File: src/lsa_params.svh
// Constants of the load/store address unit: codes, field positions, counts.
// Assumes inclusion by the package and the design modules only.
`ifndef LSA_PARAMS_SVH
`define LSA_PARAMS_SVH
`define LSA_REG_PC       4'h0
`define LSA_REG_SR       4'h1
`define LSA_REG_W        5
`define LSA_DCODE_BS     2'h0
`define LSA_DCODE_BU     2'h1
`define LSA_DCODE_HALF   2'h2
`define LSA_DCODE_WIDE   2'h3
`define LSA_WORD_STEP    32'h00000004
`define LSA_DBL_STEP     32'h00000008
`define LSA_INSN_LEN     32'h00000004
`define LSA_PIPE_DEPTH   2
`define LSA_STK_HI       7
`define LSA_STK_LO       2
`define LSA_STATUS_FLAGS 4'hF
`endif

File: src/lsa_pkg.sv
// Types shared by the load/store address unit and its load aligner.
// Assumes the constants header sits in the same folder.
`include "lsa_params.svh"
package lsa_pkg;
  typedef enum logic [2:0] {
    LSA_T_BS = 3'h0,
    LSA_T_BU = 3'h1,
    LSA_T_HU = 3'h2,
    LSA_T_HS = 3'h3,
    LSA_T_W  = 3'h4,
    LSA_T_D  = 3'h5
  } lsa_type_e;
  typedef enum logic [2:0] {
    LSA_M_DISP  = 3'h0,
    LSA_M_ABS   = 3'h1,
    LSA_M_IOD   = 3'h2,
    LSA_M_IOA   = 3'h3,
    LSA_M_NEXT  = 3'h4,
    LSA_M_STACK = 3'h5,
    LSA_M_REG   = 3'h6,
    LSA_M_POST  = 3'h7
  } lsa_mode_e;
  typedef enum logic [1:0] {
    LSA_S_IDLE   = 2'h0,
    LSA_S_SECOND = 2'h1
  } lsa_state_e;
  // One request from the execute stage.
  typedef struct packed {
    logic        valid;
    logic        is_load;
    logic        next_class;
    logic        reg_class;
    logic        post_inc;
    logic [1:0]  dcode;
    logic        dword_reg;
    logic [3:0]  base_sel;
    logic [4:0]  transfer_register;
    logic [31:0] base_value;
    logic [31:0] pc_value;
    logic [31:0] disp;
    logic [31:0] stack_pointer;
    logic [3:0]  status_flags;
  } lsa_req_s;
  // One load pipeline entry.
  typedef struct packed {
    logic        valid;
    logic [4:0]  dest;
    logic [1:0]  addr_lo;
    lsa_type_e   dtype;
  } lsa_entry_s;
  // One memory cycle handed to the memory control logic.
  typedef struct packed {
    logic        valid;
    logic        is_load;
    logic        io_space;
    logic        stack_reg;
    logic        keep_page;
    logic [31:0] addr;
    logic [3:0]  byte_en;
  } lsa_cyc_s;
  // Write back of a load or a base update.
  typedef struct packed {
    logic        valid;
    logic [4:0]  dest;
    logic [31:0] data;
  } lsa_wb_s;
endpackage

File: src/lsa_load_align.sv
// Load data aligner: picks a byte or half-word lane and extends it.
// Assumes read data arrives as a full 32-bit bus word.
`include "lsa_params.svh"
module lsa_load_align
  import lsa_pkg::*;
(
  input  wire logic [31:0] rd_word,
  input  wire logic [1:0]  addr_lo,
  input  wire lsa_type_e   dtype,
  output logic [31:0]      aligned
);
  logic [7:0]  lane_b;
  logic [15:0] lane_h;
  always_comb begin
    lane_b = rd_word[8*addr_lo +: 8];
    lane_h = addr_lo[1] ? rd_word[31:16] : rd_word[15:0];
    case (dtype)
      LSA_T_BS: aligned = {{24{lane_b[7]}}, lane_b};
      LSA_T_BU: aligned = {24'h000000, lane_b};
      LSA_T_HS: aligned = {{16{lane_h[15]}}, lane_h};
      LSA_T_HU: aligned = {16'h0000, lane_h};
      default:  aligned = rd_word;
    endcase
  end
endmodule

File: src/lsa_unit.sv
// Load/store address unit: mode decode, effective address, null check,
// double-word split, two-entry load pipeline with interlock, load write back.
// Assumes load data returns in issue order, one word per rd_valid pulse.
`include "lsa_params.svh"

// How it works
// - Word accesses drop address bits 1:0, half-words drop bit 0.
// - A zero base, except status register, suppresses access and raises pointer trap.
// - Two shared word entries let a double-word run without stalling.
// - Double-word makes two cycles: high word at address, then address plus four.
// - Same-page consecutive cycles are marked for page mode.
// - Memory instructions leave all status flags unchanged.
// - Post-increment uses base, then adds 4 or 8 at the first cycle.
// - Displacement mode adds signed displacement; bit 0 cleared unless byte.
// - Program counter base means the address after the instruction.
// - Status register base gives absolute displacement addressing.
// - I/O displacement clears dis bits 1:0 and keeps page sequence.
// - I/O absolute uses displacement, bits 1:0 zero, keeps page sequence.
// - Next mode uses base, then adds displacement at first cycle.
// - Stack mode below stack pointer goes to memory, else register 7..2.
// - Displacement-class codes map to byte, half, word, double, I/O variants.
// - Next-class code 3 with 10 reserved, 11 is stack word.
// - Byte and half loads pick lane and zero or sign extend.
// - Word and double loads pass data unchanged.
// - Each load that raises no trap pushes register, address bits and type, and starts a cycle.
// - Only a reference to a pending load register stalls the core.
// - Returning data goes to the oldest entry, which is then removed.
module lsa_unit
  import lsa_pkg::*;
#(
  parameter int PAGE_BITS = 10
)(
  input  wire logic        clk_sys,
  input  wire logic        sys_rst,
  input  wire logic        clk_en,
  input  wire lsa_req_s    req,
  input  wire logic [4:0]  ref_reg_a,
  input  wire logic [4:0]  ref_reg_b,
  input  wire logic        mem_ready,
  input  wire logic        rd_valid,
  input  wire logic [31:0] rd_data,
  output logic             req_ready,
  output logic             core_stall,
  output lsa_cyc_s         mem_cyc,
  output lsa_wb_s          load_wb,
  output lsa_wb_s          base_wb,
  output logic             pointer_trap,
  output logic             reserved_trap,
  output logic [3:0]       status_flags_out
);

  typedef struct packed {
    lsa_state_e  state;
    lsa_entry_s  ent0;
    lsa_entry_s  ent1;
    lsa_cyc_s    cyc;
    logic [31:0] second_addr;
    logic [4:0]  second_dest;
    logic        second_load;
    logic        second_io;
    logic        page_valid;
    logic [31:0] last_addr;
    lsa_wb_s     lwb;
    lsa_wb_s     bwb;
    logic        ptrap;
    logic        rtrap;
  } lsa_st_s;

  lsa_st_s st_reg;
  lsa_st_s st_next;

  lsa_type_e   dtype;
  lsa_mode_e   mode;
  logic        reserved;
  logic        base_is_sr;
  logic        base_is_pc;
  logic [31:0] dis_eff;
  logic [31:0] base_eff;
  logic [31:0] ea;
  logic [31:0] upd_val;
  logic        upd_en;
  logic        is_io;
  logic        is_stack_reg;
  logic        null_ptr;
  logic        accept;
  logic [31:0] aligned;
  logic [1:0]  pend_cnt;
  logic        pipe_room;

  // Word and double ignore bits 1:0, half ignores bit 0.
  function automatic logic [31:0] mask_addr(input logic [31:0] a, input lsa_type_e t);
    case (t)
      LSA_T_BS, LSA_T_BU: mask_addr = a;
      LSA_T_HU, LSA_T_HS: mask_addr = {a[31:1], 1'b0};
      default:            mask_addr = {a[31:2], 2'b00};
    endcase
  endfunction

  function automatic logic [3:0] lanes(input logic [1:0] lo, input lsa_type_e t);
    case (t)
      LSA_T_BS, LSA_T_BU: lanes = 4'h1 << lo;
      LSA_T_HU, LSA_T_HS: lanes = lo[1] ? 4'hC : 4'h3;
      default:            lanes = 4'hF;
    endcase
  endfunction

  function automatic logic hits_reg(input lsa_entry_s e, input logic [4:0] r);
    hits_reg = e.valid && (e.dest == r);
  endfunction

  lsa_load_align i_lsa_load_align (
    .rd_word (rd_data),
    .addr_lo (st_reg.ent0.addr_lo),
    .dtype   (st_reg.ent0.dtype),
    .aligned (aligned)
  );

  // Mode and data type decode.
  always_comb begin
    // Register-class modes name a local register, so low codes there mean neither
    // the program counter nor the status register.
    base_is_sr = !req.reg_class && (req.base_sel == `LSA_REG_SR);
    base_is_pc = !req.reg_class && (req.base_sel == `LSA_REG_PC);
    reserved   = 1'b0;
    mode       = LSA_M_DISP;
    dtype      = LSA_T_W;
    if (req.reg_class) begin
      dtype = req.dword_reg ? LSA_T_D : LSA_T_W;
      mode  = req.post_inc ? LSA_M_POST : LSA_M_REG;
    end else begin
      case (req.dcode)
        `LSA_DCODE_BS:  dtype = LSA_T_BS;
        `LSA_DCODE_BU:  dtype = LSA_T_BU;
        `LSA_DCODE_HALF: dtype = req.disp[0] ? LSA_T_HS : LSA_T_HU;
        default:        dtype = req.disp[0] ? LSA_T_D : LSA_T_W;
      endcase
      if (req.next_class) begin
        mode = LSA_M_NEXT;
        if (req.dcode == `LSA_DCODE_WIDE && req.disp[1]) begin
          reserved = !req.disp[0];
          mode     = LSA_M_STACK;
          dtype    = LSA_T_W;
        end
      end else if (req.dcode == `LSA_DCODE_WIDE && req.disp[1]) begin
        mode = base_is_sr ? LSA_M_IOA : LSA_M_IOD;
      end else begin
        mode = base_is_sr ? LSA_M_ABS : LSA_M_DISP;
      end
    end
  end

  // Effective address and base update.
  always_comb begin
    dis_eff = req.disp;
    if (mode == LSA_M_IOD || mode == LSA_M_IOA || mode == LSA_M_STACK)
      dis_eff = {req.disp[31:2], 2'b00};
    else if (dtype != LSA_T_BS && dtype != LSA_T_BU)
      dis_eff = {req.disp[31:1], 1'b0};
    base_eff = base_is_pc ?
               req.pc_value + `LSA_INSN_LEN : req.base_value;
    case (mode)
      LSA_M_DISP, LSA_M_IOD: ea = base_eff + dis_eff;
      LSA_M_ABS, LSA_M_IOA:  ea = dis_eff;
      default:               ea = req.base_value;
    endcase
    ea = mask_addr(ea, dtype);
    upd_en  = (mode == LSA_M_POST || mode == LSA_M_NEXT || mode == LSA_M_STACK);
    upd_val = (mode == LSA_M_POST) ?
              req.base_value + ((dtype == LSA_T_D) ? `LSA_DBL_STEP : `LSA_WORD_STEP)
              : req.base_value + dis_eff;
    is_io        = (mode == LSA_M_IOD || mode == LSA_M_IOA);
    is_stack_reg = (mode == LSA_M_STACK) && (ea >= req.stack_pointer);
    // A program counter base is checked on its own value, not on the base field.
    null_ptr     = !base_is_sr && !(mode == LSA_M_ABS || mode == LSA_M_IOA) &&
                   ((base_is_pc ? req.pc_value : req.base_value) == 32'h00000000);
  end

  // Load pipeline occupancy and interlock.
  always_comb begin
    pend_cnt   = 2'(st_reg.ent0.valid) + 2'(st_reg.ent1.valid);
    // A double-word load must leave both entries free for its second word, or the
    // second push would overwrite a pending entry.
    pipe_room  = (pend_cnt == 2'h0) ||
                 (pend_cnt == 2'h1 && (!(req.is_load && dtype == LSA_T_D) || rd_valid)) ||
                 (pend_cnt == 2'h2 && rd_valid && !(req.is_load && dtype == LSA_T_D));
    req_ready  = (st_reg.state == LSA_S_IDLE) && (!st_reg.cyc.valid || mem_ready) &&
                 (pipe_room || !req.is_load);
    accept     = clk_en && req.valid && req_ready;
    core_stall = hits_reg(st_reg.ent0, ref_reg_a) || hits_reg(st_reg.ent1, ref_reg_a) ||
                 hits_reg(st_reg.ent0, ref_reg_b) || hits_reg(st_reg.ent1, ref_reg_b);
  end

  always_comb begin
    st_next     = st_reg;
    st_next.lwb = '0;
    st_next.bwb = '0;
    st_next.ptrap = 1'b0;
    st_next.rtrap = 1'b0;
    if (st_reg.cyc.valid && mem_ready) begin
      st_next.cyc.valid = 1'b0;
      st_next.page_valid = !st_reg.cyc.io_space && !st_reg.cyc.stack_reg ?
                           1'b1 : st_reg.page_valid;
      if (!st_reg.cyc.io_space && !st_reg.cyc.stack_reg)
        st_next.last_addr = st_reg.cyc.addr;
    end
    if (rd_valid && st_reg.ent0.valid) begin
      st_next.lwb  = '{valid: 1'b1, dest: st_reg.ent0.dest, data: aligned};
      st_next.ent0 = st_reg.ent1;
      st_next.ent1 = '0;
    end
    case (st_reg.state)
      LSA_S_IDLE: begin
        if (accept) begin
          if (upd_en) st_next.bwb = '{valid: 1'b1, dest: {1'b0, req.base_sel}, data: upd_val};
          if (reserved) begin
            st_next.rtrap = 1'b1;
          end else if (null_ptr) begin
            st_next.ptrap = 1'b1;
          end else begin
            st_next.cyc.valid     = 1'b1;
            st_next.cyc.is_load   = req.is_load;
            st_next.cyc.io_space  = is_io;
            st_next.cyc.stack_reg = is_stack_reg;
            st_next.cyc.addr      = is_stack_reg ?
              32'({ea[`LSA_STK_HI:`LSA_STK_LO], 2'b00}) : ea;
            // Lanes follow the final address, so a program counter base picks them right.
            st_next.cyc.byte_en   = lanes(ea[1:0], dtype);
            st_next.cyc.keep_page = is_io || (st_next.page_valid &&
              (ea[31:PAGE_BITS] == st_next.last_addr[31:PAGE_BITS]));
            if (req.is_load) begin
              if (st_next.ent0.valid)
                st_next.ent1 = '{valid: 1'b1, dest: req.transfer_register,
                                 addr_lo: ea[1:0], dtype: dtype};
              else
                st_next.ent0 = '{valid: 1'b1, dest: req.transfer_register,
                                 addr_lo: ea[1:0], dtype: dtype};
            end
            if (dtype == LSA_T_D) begin
              st_next.state       = LSA_S_SECOND;
              st_next.second_addr = ea + `LSA_WORD_STEP;
              st_next.second_dest = req.transfer_register + 5'h01;
              st_next.second_load = req.is_load;
              st_next.second_io   = is_io;
            end
          end
        end
      end
      LSA_S_SECOND: begin
        if (clk_en && (!st_reg.cyc.valid || mem_ready)) begin
          st_next.state         = LSA_S_IDLE;
          st_next.cyc.valid     = 1'b1;
          st_next.cyc.is_load   = st_reg.second_load;
          st_next.cyc.io_space  = st_reg.second_io;
          st_next.cyc.stack_reg = 1'b0;
          st_next.cyc.addr      = st_reg.second_addr;
          st_next.cyc.byte_en   = 4'hF;
          st_next.cyc.keep_page = st_reg.second_io || (st_next.page_valid &&
            (st_reg.second_addr[31:PAGE_BITS] == st_next.last_addr[31:PAGE_BITS]));
          if (st_reg.second_load) begin
            if (st_next.ent0.valid)
              st_next.ent1 = '{valid: 1'b1, dest: st_reg.second_dest,
                               addr_lo: 2'b00, dtype: LSA_T_D};
            else
              st_next.ent0 = '{valid: 1'b1, dest: st_reg.second_dest,
                               addr_lo: 2'b00, dtype: LSA_T_D};
          end
        end
      end
      default: st_next.state = LSA_S_IDLE;
    endcase
  end

  always_ff @(posedge clk_sys or posedge sys_rst) begin
    if (sys_rst) begin
      st_reg <= '0;
    end else if (clk_en) begin
      st_reg <= st_next;
    end
  end

  assign mem_cyc          = st_reg.cyc;
  assign load_wb          = st_reg.lwb;
  assign base_wb          = st_reg.bwb;
  assign pointer_trap     = st_reg.ptrap;
  assign reserved_trap    = st_reg.rtrap;
  assign status_flags_out = req.status_flags;

  a_null_suppress: assert property (@(posedge clk_sys) disable iff (sys_rst)
    clk_en && accept && null_ptr && !reserved && st_reg.state == LSA_S_IDLE
    |=> pointer_trap && !(mem_cyc.valid && $changed(mem_cyc.addr)))
    else $error("null base did not trap");
  a_dword_second: assert property (@(posedge clk_sys) disable iff (sys_rst)
    clk_en && accept && dtype == LSA_T_D && !null_ptr && !reserved
    |=> st_reg.state == LSA_S_SECOND && st_reg.second_addr == mem_cyc.addr + 32'h4)
    else $error("second word address wrong");
  a_word_align: assert property (@(posedge clk_sys) disable iff (sys_rst)
    clk_en && accept && dtype == LSA_T_W && !is_stack_reg && !null_ptr && !reserved
    |=> mem_cyc.addr[1:0] == 2'b00)
    else $error("word address not aligned");
  a_post_step: assert property (@(posedge clk_sys) disable iff (sys_rst)
    clk_en && accept && mode == LSA_M_POST && dtype == LSA_T_D
    |=> base_wb.valid && base_wb.data == $past(req.base_value) + 32'h8)
    else $error("post increment step wrong");
  a_flags_kept: assert property (@(posedge clk_sys) disable iff (sys_rst)
    status_flags_out == req.status_flags)
    else $error("status flags altered");
  a_wb_oldest: assert property (@(posedge clk_sys) disable iff (sys_rst)
    clk_en && rd_valid && st_reg.ent0.valid
    |=> load_wb.valid && load_wb.dest == $past(st_reg.ent0.dest))
    else $error("write back not to oldest entry");
  a_stall_pending: assert property (@(posedge clk_sys) disable iff (sys_rst)
    st_reg.ent0.valid && ref_reg_a == st_reg.ent0.dest |-> core_stall)
    else $error("missing interlock stall");
  a_pipe_depth: assert property (@(posedge clk_sys) disable iff (sys_rst)
    st_reg.ent1.valid |-> st_reg.ent0.valid)
    else $error("load pipeline out of order");
  a_pipe_room: assert property (@(posedge clk_sys) disable iff (sys_rst)
    clk_en && st_reg.state == LSA_S_SECOND && st_reg.second_load &&
    (!st_reg.cyc.valid || mem_ready) |-> !st_reg.ent1.valid || rd_valid)
    else $error("second load word found no pipeline entry");
  a_io_keep_page: assert property (@(posedge clk_sys) disable iff (sys_rst)
    mem_cyc.valid && mem_cyc.io_space |-> mem_cyc.keep_page)
    else $error("io cycle broke page sequence");
  a_reserved_trap: assert property (@(posedge clk_sys) disable iff (sys_rst)
    clk_en && accept && reserved |=> reserved_trap)
    else $error("reserved code not trapped");

  c_dword_load: cover property (@(posedge clk_sys) disable iff (sys_rst)
    accept && req.is_load && dtype == LSA_T_D ##1 st_reg.state == LSA_S_SECOND);
  c_stall: cover property (@(posedge clk_sys) disable iff (sys_rst) core_stall);
  c_stack_reg: cover property (@(posedge clk_sys) disable iff (sys_rst)
    mem_cyc.valid && mem_cyc.stack_reg);
  c_ptr_trap: cover property (@(posedge clk_sys) disable iff (sys_rst) pointer_trap);
endmodule

File: config.mk
export PLATFORM = sky130hd
export DESIGN_NAME = lsa_unit
export DESIGN_NICKNAME = d
export VERILOG_FILES = /design/src/lsa_pkg.sv /design/src/lsa_load_align.sv /design/src/lsa_unit.sv
export VERILOG_INCLUDE_DIRS = /design/src
export SDC_FILE = /design/constraint.sdc
export NUM_CORES = 1
export LEC_CHECK = 0
export BUFFER_PORTS_ARGS = -buffer_cell sky130_fd_sc_hd__buf_4
export CORE_MARGIN = 2
export CORE_UTILIZATION = 63
export CTS_BUF_LIST = sky130_fd_sc_hd__clkbuf_2 sky130_fd_sc_hd__clkbuf_4 sky130_fd_sc_hd__clkbuf_8
export DETAILED_ROUTE_END_ITERATION = 8
export PLACE_DENSITY = 0.95
export SLEW_MARGIN = 20
export SYNTH_ARGS = -nofsm -noshare
export SYNTH_HDL_FRONTEND = slang
export SYNTH_SLANG_ARGS = --single-unit
File: constraint.sdc
create_clock -name clk_sys -period 22.4 [get_ports clk_sys]
set_input_delay 6.72 -clock clk_sys [delete_from_list [all_inputs] [get_ports clk_sys]]
set_output_delay 6.72 -clock clk_sys [all_outputs]
set_load 0.01 [all_outputs]
# --- After elaboration in Yosys (flattened, before gate mapping) ---
# Index checks and enable logic that the tools add are counted.
op_classes:
  n_shift: 2
  muxes: 56
  eq_ne: 32
  n_reduce_logical: 67
  n_addsub: 7
  bitwise_logic: 2
  n_mul: 0
  div: 0
  order_cmp: 1
op_table:
  columns: ["operator", "count"]
  rows:
  - ["$mux W104", 3]
  - ["$mux W32", 5]
  - ["$pmux W32 S4", 1]
  - ["$pmux W63 S2", 1]
  - ["$mux W40", 2]
  - ["$mux W38", 2]
  - ["$mux W22", 3]
  - ["$mux W65", 1]
  - ["$add A32 B3 Y32 const B", 2]
  - ["$add A32 B32 Y32", 2]
  - ["$pmux W32 S2", 1]
  - ["$eq A22 B22 Y1", 2]
  - ["$mux W39", 1]
  - ["$mux W33", 1]
  - ["$add A32 B4 Y32", 1]
  - ["$ge A32 B32 Y1", 1]
  - ["$logic_not A32 Y1", 1]
  - ["$shiftx A32 B6 Y8", 1]
  - ["$logic_and A1 B1 Y1", 25]
  - ["$mux W11", 2]
  - ["$eq A5 B5 Y1", 4]
  - ["$mux W10", 2]
  - ["$eq A3 B2 Y1 const B", 6]
  - ["$reduce_and A6 Y1", 3]
  - ["29 further kinds", 94]
word_totals:
  regBits: 215
  input_bits: 196
  out_inout_bits: 125
  elab_cells: 198
  rom_bits: 0
  mem_count: 0
  latchBits: 0
  ramBits: 0

# --- Longest topological paths before layout ---
# Gate-level depths: netlist (run 1).
logic_depth:
  word_depth: 20
  mapped_depth: 29
  depth_no_buf: 25

# --- Modules after synthesis ---
# A second synthesis (run 1) with hierarchy kept.
unflattened:
  hier_cells: 2299
  area_unflattened_um2: 18670.4
by_module_without_submodules:
  columns: ["module", "seq_area_each_um2", "n_inst", "area_per_inst_um2", "cells_each"]
  rows:
  - ["lsa_unit", 5079.9, 1, 17967.2, 2191]
  - ["lsa_load_align", 0.0, 1, 703.2, 108]

# --- Worst setup path before layout (run 1) ---
# OpenSTA, ideal clock, no wires.
synth_timing:
  path_kind: "input port to output port"
  startpoint: "input req[145] (netlist name)"
  endpoint: "output req_ready"
  required_ns: 15.680
  arrival_ns: 8.045
  n_path_buf: 1
  path_slack_ns: 7.635
  cell_stages: 6
  path_cell_list: "clkbuf_1 -> and3b_1 -> a32oi_1 -> a21oi_1 -> o21ai_0 -> nor3b_1"
synth_between:
  elab_chain_cells: 10
  elab_cells_between_ends: 11
  cone_classes: "eq/ne (1); mux (1); reduce/logical (9)"
synth_lines:
  columns: ["element", "line", "text"]
  rows:
  - ["start: declaration", "lsa_unit.sv:36", "input wire lsa_req_s req,"]
  - ["$mux W3 *", "lsa_unit.sv:127", "if (req.reg_class) begin"]
  - ["$eq A3 B3 Y1 *", "lsa_unit.sv:184, lsa_unit.sv:185", null]
  - ["$logic_and A1 B1 Y1 *", "lsa_unit.sv:184, lsa_unit.sv:185", null]
  - ["$logic_not A1 Y1 *", "lsa_unit.sv:184, lsa_unit.sv:185", null]
  - ["$logic_or A1 B1 Y1", "lsa_unit.sv:184", "(pend_cnt == 2'h1 && (!(req.is_load && dtype == LSA_T_D) || rd_valid)) ||"]
  - ["$logic_and A1 B1 Y1", "lsa_unit.sv:184", null]
  - ["$logic_or A1 B1 Y1", "lsa_unit.sv:183", "pipe_room = (pend_cnt == 2'h0) ||"]
  - ["$logic_or A1 B1 Y1 *", "lsa_unit.sv:184", null]
  - ["$logic_or A1 B1 Y1 *", "lsa_unit.sv:187", "(pipe_room || !req.is_load);"]
  - ["$logic_and A1 B1 Y1 *", "lsa_unit.sv:186", "req_ready = (st_reg.state == LSA_S_IDLE) && (!st_reg.cyc.valid || mem_ready) &&"]
  - ["end: declaration", "lsa_unit.sv:42", "output logic req_ready,"]
# Every way passes the cells marked *; elsewhere a longest branch is shown, timed or not.

# --- Worst setup path after layout (run 1) ---
# Same ends and word-level chain as after synthesis.

==> run summary, run 1 <==
In the final layout, the share of cells above drive strength 1 is 20.6%. The run finished with clean final reports. Final critical-path required period: 15.19 ns. Counting flops with a built-in enable in the synthesized netlist gives 0. Setup repair after global routing left no endpoint under its margin.

The initial antenna violation count was 2; the total standard cell area after synthesis was 17,500 µm². The synthesized design devotes to its leading area cell type 29.0% of total area. Measured against its own limit, the worst slew margin works out to 24.7%.

TritonCTS created 37 clock buffers. The main combinational cell family by area after synthesis was compound AO/OA/AOI/OAI gates. Total number of cells along the worst setup path: 7. For this design the top-level I/O count stands at 321. Summing the areas of all compound-gate instances in the mapped netlist gives 23.6% of the synthesized area. After clock tree synthesis, the setup repair step added 0 buffers.

Global routing finished with a remaining overflow of 0. VDD sags by at most 48.1 µV. At the worst endpoint, the arrival time is 8.47 ns. STA classifies the critical path endpoint as an output port. The number of buffers and inverters on the critical path is 2. The cell family contributing the most delay on the critical path is compound AO/OA/AOI/OAI gates. Setup violations remaining at the end of the flow were counted as 0. The clock network accounts for 22.9% of the total power. Highest cell delay on the worst timing path: 0.39 ns.

The total area inside the core boundary comes to 27,600 µm². After the first detailed-routing iteration, the DRC count stood at 2,502. After Yosys synthesis, full adders, half adders and majority gates account for 7.29% of the synthesized area.

The clock passes through at most 3 buffers. In this run, placement finished with an instance count of 2,590. After synthesis, the share of flip-flops with an asynchronous set or reset is 100%. Once the floorplan was initialized, standard cells occupied 63.5% of the core. The run gives 0 as the count of final max-slew check failures. For the total number of vias, the log shows 17.9k. The logs give 65.9 MHz for the maximum clock frequency and 0.0268 ns for the clock skew.

At the end of routability-driven placement, the weighted congestion stood at 1.01. For this run, design rule violations remaining after detail routing come to 0. Counting every net in the synthesized netlist gives 2,402.

In the routed layout, each cell is associated on average with a via count of 6.74. Number of H-tree branching levels: 2. The library cell appearing most often on the critical path is sky130_fd_sc_hd__buf_4. Cells fill 72.4% of the core in the end.

The analysis attributes to net switching a power of 0.000652 W. Measured in cells, the most critical reg-to-reg path has a length of 12. The routed wire length is 61.6 mm.

In the final timing run, aggregate negative setup slack is 0 ns. For this run, the total global-route usage over all layers was measured as 41.2%. In this run, distinct cell masters in the synthesized netlist total 96. The overall die width is 171 µm, and the detailed-placement wirelength estimate is 46.2 mm. The number of gates resized after CTS was 0. The slowest stage of the critical path is the sky130_fd_sc_hd__nor3b_1 cell. The run gives 15.68 ns as the required time of the critical path. The synthesized-area fraction occupied by xor and xnor cells was 7.39%; the post-synthesis mux area share was 4.86%. The warning count from the yosys run came out at 0.

For the final design instance area without fill, the log shows 20,000 µm². Synthesis produced a netlist whose cell count is 2,105. The power density over the cells is 80.9 nW/µm². Across the run, the number of max-cap violations was 0.

The number of global-route vias before repair was 17.3k. The class of the tightest hold or removal check is register to register. The post-route fraction of the period consumed by the critical path is 67.8%, and the count of state elements after synthesis is 203. Yosys attributes the largest share of cell area to sky130_fd_sc_hd__dfrtp_1, sky130_fd_sc_hd__ha_1, sky130_fd_sc_hd__buf_4, sky130_fd_sc_hd__nand2_1, sky130_fd_sc_hd__o21ai_0.

The number of flip-flops under the largest register name was 85; the clock latency on the worst-skew pair was 0.56 ns. The leading cell type by number of instances after synthesis was sky130_fd_sc_hd__nand2_1. For this design the static power due to leakage is 9.43 nW. Clock-pin slew was measured on the worst setup and hold paths at 0.06 ns. Root cell of the clock tree: sky130_fd_sc_hd__clkbuf_8. The count of non-filler cells in the finished layout was 2,659.

The pre-antenna-repair detailed-routing pass consisted of 6 iterations. The internal portion of the total power is 0.000966 W. A synthesized cell averages 8.34 µm². The simple-gate area share of the yosys netlist is 18.7%. The tools report the placed cell area as 19,200 µm².

Net switching is 40.3% of the power. The transition time at the pin with the least slew margin came out at 1.12 ns. Traced cell by cell, the critical path runs through buf_4 > and3b_1 > a32oi_1 > a21oi_1 > o21ai_0 > nor3b_1 > buf_4. The first global-routing pass estimated 93.9 mm of wire. The synthesized design spends more area on one cell type than any other, namely sky130_fd_sc_hd__dfrtp_1. The die covers 29,200 µm².

The logs give 2,103 for the number of fill cells in the layout and 2,548 for the post-layout net count. In this run the worst path has a maximum fanout of 18. The worst setup path is launched from an input port.

Counting instances in the post-synthesis netlist gives the leading cell types as sky130_fd_sc_hd__nand2_1, sky130_fd_sc_hd__dfrtp_1, sky130_fd_sc_hd__o21ai_0. After detailed routing, the average wire length per cell comes to 23.2 µm. Sequential cells account for 35.3% of the total power. Entering global routing, the biggest net connects 120 pins. The residual antenna-violating net count after detailed routing came out at 0. The most used flip-flop cell after synthesis was sky130_fd_sc_hd__dfrtp_1. The count of input and output buffers works out to 311. The vertical extent of the die was 171 µm. The cell row count was 61; the worst hold path stage count was 1. Combinational cells account for 41.8% of the total power. Kind of critical path: input port to output port.

Summing the sequential cell areas from Yosys gives 29.0% of the chip area. The tools report the number of hold violations in the final report as 0. The area growth from synthesis to layout is 14.0%. The cts-stage hold buffer count is 0. TritonCTS built the clock tree. The clock net in this run drives a total of 203 sinks.
## per-layer routing
layer / routed length (µm) / vias to the layer above / GRT usage [%]
li1: - / 7852 / -
met3: 7130 / 309 / 8.81
met5: 0 / - / 0
met4: 4480 / 0 / 25.8
met1: 22700 / 8490 / 51.0
met2: 27300 / 1278 / 65.7
## worst paths after layout
kind	startpoint	end	slack [ns]
min in group asynchronous	sys_rst	load_wb[0]	6.33
min reg2reg	load_wb[32]	load_wb[32]	0.49
max reg2reg	mem_cyc[40]	mem_cyc[36]	18.00
min	load_wb[32]	load_wb[32]	0.49
max	req[145]	req_ready	7.21
max in group asynchronous	sys_rst	st_reg[118]	14.69
## placed cells by master, fill, tap and decap left out, types with 14 or more instances in the layout
| cell | count |
|---|---|
| sky130_fd_sc_hd__buf_4 | 325 |
| sky130_fd_sc_hd__nand2_1 | 226 |
| sky130_fd_sc_hd__dfrtp_1 | 203 |
| sky130_fd_sc_hd__o21ai_0 | 152 |
| sky130_fd_sc_hd__a21oi_1 | 115 |
| sky130_fd_sc_hd__nor2_1 | 111 |
| sky130_fd_sc_hd__ha_1 | 99 |
| sky130_fd_sc_hd__inv_1 | 86 |
| sky130_fd_sc_hd__xnor2_1 | 77 |
| sky130_fd_sc_hd__xor2_1 | 71 |
| sky130_fd_sc_hd__nand3_1 | 64 |
| sky130_fd_sc_hd__mux2i_1 | 48 |
| sky130_fd_sc_hd__nand4_1 | 44 |
| sky130_fd_sc_hd__clkbuf_8 | 44 |
| sky130_fd_sc_hd__a21o_1 | 41 |
| sky130_fd_sc_hd__a22o_1 | 41 |
| sky130_fd_sc_hd__o2bb2ai_1 | 36 |
| sky130_fd_sc_hd__nor3_1 | 34 |
| sky130_fd_sc_hd__and2_1 | 34 |
| sky130_fd_sc_hd__mux2_2 | 31 |
| sky130_fd_sc_hd__a22oi_1 | 29 |
| sky130_fd_sc_hd__nor4_1 | 27 |
| sky130_fd_sc_hd__and3_1 | 22 |
| sky130_fd_sc_hd__a211oi_1 | 22 |
| sky130_fd_sc_hd__a31oi_1 | 17 |
| sky130_fd_sc_hd__clkbuf_4 | 15 |
| sky130_fd_sc_hd__nand2b_1 | 14 |
| sky130_fd_sc_hd__nor2b_1 | 14 |
| sky130_fd_sc_hd__or3_1 | 14 |
| sky130_fd_sc_hd__o21a_1 | 14 |
## layout make-up
cell class / instances / area, µm² / area share, %
inverters: 89 / 342 / 1.71
clock inverters: 8 / 52.6 / 0.263
diodes: 2 / 5.00 / 0.0250
clock buffers: 59 / 718 / 3.59
repair buffers: 326 / 2450 / 12.3
well taps: 378 / 473 / 2.36
flip-flops and latches: 203 / 5080 / 25.4
multi-input cells: 1594 / 10900 / 54.4
## cells by family (layout without fill, tap and decap cells)
group | count (synthesis) | after routing
and+or+nand+nor | 660 | 660
other | 1 | 3
xor gates and xnor gates | 148 | 148
adders and majority gates | 101 | 101
DFF | 203 | 203
AOI/OAI and AO/OA | 604 | 604
buffers and inverters | 308 | 482
muxes | 80 | 80
## power by group through the flow
stage | Sequential, W | Combinational [W] | Clock, W
global route | 0.000579 | 0.000727 | 0.000390
floorplan | 0.000530 | 0.000490 | 0
global placement | 0.000561 | 0.000626 | 0
CTS | 0.000564 | 0.000660 | 0.000372
detailed placement | 0.000567 | 0.000649 | 0
finish | 0.000571 | 0.000677 | 0.000371
## stage by stage
stage | setup WS [ns] | total power, W | hold WS, ns
floorplan | 7.63 | 0.00102 | 0.439
global placement | 7.33 | 0.00119 | 0.463
detailed placement | 7.32 | 0.00122 | 0.475
CTS | 7.30 | 0.00160 | 0.489
global route | 7.10 | 0.00170 | 0.513
finish | 7.21 | 0.00162 | 0.490
Power figures use the tool's default switching activity.
==> run 2: changes to the inputs <==
Settings changed: CORE_UTILIZATION 63 to 59, PLACE_DENSITY 0.95 to 0.93.
Clock period 22.4 ns to 15.3 ns, I/O delays scaled along.
==> run 2 against run 1 <==
Net effect: flip-flop and latch count is the same; clock skew is 0.014 ns higher; die area increased by 6.6%; critical endpoint unchanged; largest cell class unchanged; largest power group unchanged.
==> run summary, run 2 (synthesized netlist as in run 1, its figures left out) <==
The run gives 38.3% (was 41.2%) as the overall routing resource usage. The initial antenna violation count was 2 (unchanged); the final critical-path required period was 11.03 ns. Critical hold path startpoint: load_wb[19] (was load_wb[32]). The run gives 0 (unchanged) as the number of failing setup endpoints in the final timing report. The number of design-rule violations left by the first detailed-router iteration is 2,284 (was 2,502), and the maximum number of pins on one net before global-route repair is 137 (was 120).

The cell row count was 63 (was 61). The nature of the critical path endpoint was an output port (unchanged). The detailed-placement wirelength estimate was 46.6 mm (was 46.2 mm). The vertical extent of the die is 176 µm (was 171 µm), and the area of the core is 29,500 µm² (was 27,600 µm²). Setup repair after global routing left no endpoint under its margin. The number of I/O pins is 321 (unchanged). The run gives 61.6 mm (about the same) as the routed wire length.

Total number of vias: 17.6k (was 17.9k). The clock latency on the worst-skew pair was 0.57 ns (was 0.56 ns); the count of final max-slew check failures was 0 (unchanged). The clock transition at the registers of the reported paths was 0.06 ns (about the same); the overall die width was 176 µm (was 171 µm). The fraction of final layout cells sized beyond drive strength 1 came out at 20.5% (was 20.6%).

The die area is 31,100 µm² (was 29,200 µm²), and the area growth from synthesis to final layout is 14.1% (was 14.0%). The starting density of the core was 59.5% (was 63.5%). The class of the tightest hold or removal check was register to register (unchanged). The number of gates resized after CTS is 0 (unchanged), and the signal arrival time at the worst endpoint is 6.44 ns (was 8.47 ns).

The number of hold violations in the final report is 0 (unchanged). The max-capacitance violation count is 0 (unchanged). The summed negative setup slack over all endpoints is 0 ns (unchanged). Timing would allow up to 90.7 MHz. First-pass iteration count of the detailed router: 8 (was 6).

The count of input and output buffers was 311 (unchanged); the setup fix buffers added after clock tree synthesis was 0 (unchanged). The logs give 0 (unchanged) for the global-route congestion overflow total and 0.00238 W (was 0.00162 W) for the overall power after layout. The most common cell after layout, fill and taps aside is sky130_fd_sc_hd__buf_4 (unchanged). The power density over the cells came out at 119 nW/µm² (was 80.9 nW/µm²). The routability congestion estimate from global placement was 1.04 (was 1.01). TritonCTS built the clock tree. Root cell of the clock tree: sky130_fd_sc_hd__clkbuf_8 (unchanged). The wire length of the first global-routing pass was 93.6 mm (was 93.9 mm); the cts-stage hold buffer count was 0 (unchanged). The leakage power came out at 9.42 nW (was 9.43 nW). The post-route fraction of the period consumed by the critical path was 72.1%; the post-layout net count was 2,545 (was 2,548). The tools report the minimum hold slack as 0.485 ns (was 0.490 ns). The TritonCTS buffer count came out at 36 (was 37). The buffer depth of the longest clock path was 3 (unchanged); the routed wire length per instance was 23.1 µm (was 23.2 µm). The tools report the TritonCTS sink count as 203 (unchanged). The run gives 0 (unchanged) as the residual antenna-violating net count after detailed routing. Number of H-tree branching levels: 2 (unchanged).

Commonest non-fill, non-tap cells in the layout: sky130_fd_sc_hd__buf_4, sky130_fd_sc_hd__nand2_1, sky130_fd_sc_hd__dfrtp_1 (unchanged). The tools report the type of origin of the critical path as an input port (unchanged). The largest voltage drop on the vdd net was 80.1 µV (was 48.1 µV); the maximum fanout along the worst path was 18 (unchanged). Number of remaining DRC errors: 0 (unchanged). The run finished with clean final reports.

The required time of the critical path is 10.71 ns (was 15.68 ns), and the vias per cell is 6.61 (was 6.74). The run gives 0.0403 ns (was 0.0268 ns) as the clock skew. The headroom to the max-slew limit was 29.3% (was 24.7%).

The kind of critical path is input port to output port (unchanged). For the number of global-route vias before repair, the log shows 16.7k (was 17.3k). The worst reg2reg path startpoint is mem_cyc[40] (unchanged).

The transition time at the pin with the least slew margin is 1.06 ns (was 1.12 ns). The start point of the critical path is req[145] (unchanged). The number of flip-flops under the largest register name was 85 (unchanged).
run 2: final cells by class:
cell class | instances | area [µm²]
multi-input cells | 1594 | 10900
fillers | 2397 | 9460
flip-flops and latches | 203 | 5080
repair buffers | 324 | 2430
clock buffers | 56 | 721
well taps | 390 | 488
inverters | 89 | 342
clock inverters | 6 | 61.3
diodes | 3 | 7.51
run 2: path summary, 6_finish.rpt:
path / end / cells past startpoint / slack, ns
min in group asynchronous: base_wb[11] / 2 / 4.26
max in group asynchronous: mem_cyc[15] / 3 / 9.51
worst max register to register: mem_cyc[36] / 12 / 11.02
worst max-delay path: req_ready / 7 / 4.27
worst min register to register: load_wb[19] / 1 / 0.49
worst min-delay path: load_wb[19] / 1 / 0.49
run 2: worst max-delay path, cell delays in order:
cell	delay, ns
sky130_fd_sc_hd__buf_4	0.22
sky130_fd_sc_hd__and3b_1	0.24
sky130_fd_sc_hd__a32oi_1	0.42
sky130_fd_sc_hd__a21oi_1	0.14
sky130_fd_sc_hd__o21ai_0	0.37
sky130_fd_sc_hd__nor3b_1	0.27
sky130_fd_sc_hd__buf_4	0.18
run 2: report_power, final:
part           internal (W)  switching, W  total [W]
combinational      0.000430      0.000553   0.000982
sequential         0.000683      0.000158   0.000841
clock              0.000317      0.000243   0.000560
run 2: per-layer routing:
layer  wire (µm)  vias to the layer above  global-route usage [%]
met5           0                        -                       0
met4        3420                        0                    18.5
met3        6610                      233                    7.62
met2       27600                     1209                    61.5
met1       24000                     8346                    49.6
li1            -                     7821                       -
run 2: per-stage QoR:
| stage | utilization (%) | instance area [µm²] | std cells | setup slack, ns |
|---|---|---|---|---|
| after floorplan | - | 17500 | 2105 | 4.79 |
| after global placement | 65.2 | 19200 | 2600 | 4.07 |
| after detailed placement | 65.2 | 19200 | 2600 | 3.76 |
| after CTS | 67.9 | 20000 | 2662 | 4.23 |
| after global routing | 67.9 | 20000 | 2664 | 4.07 |
| final | 67.9 | 20000 | 2665 | 4.27 |
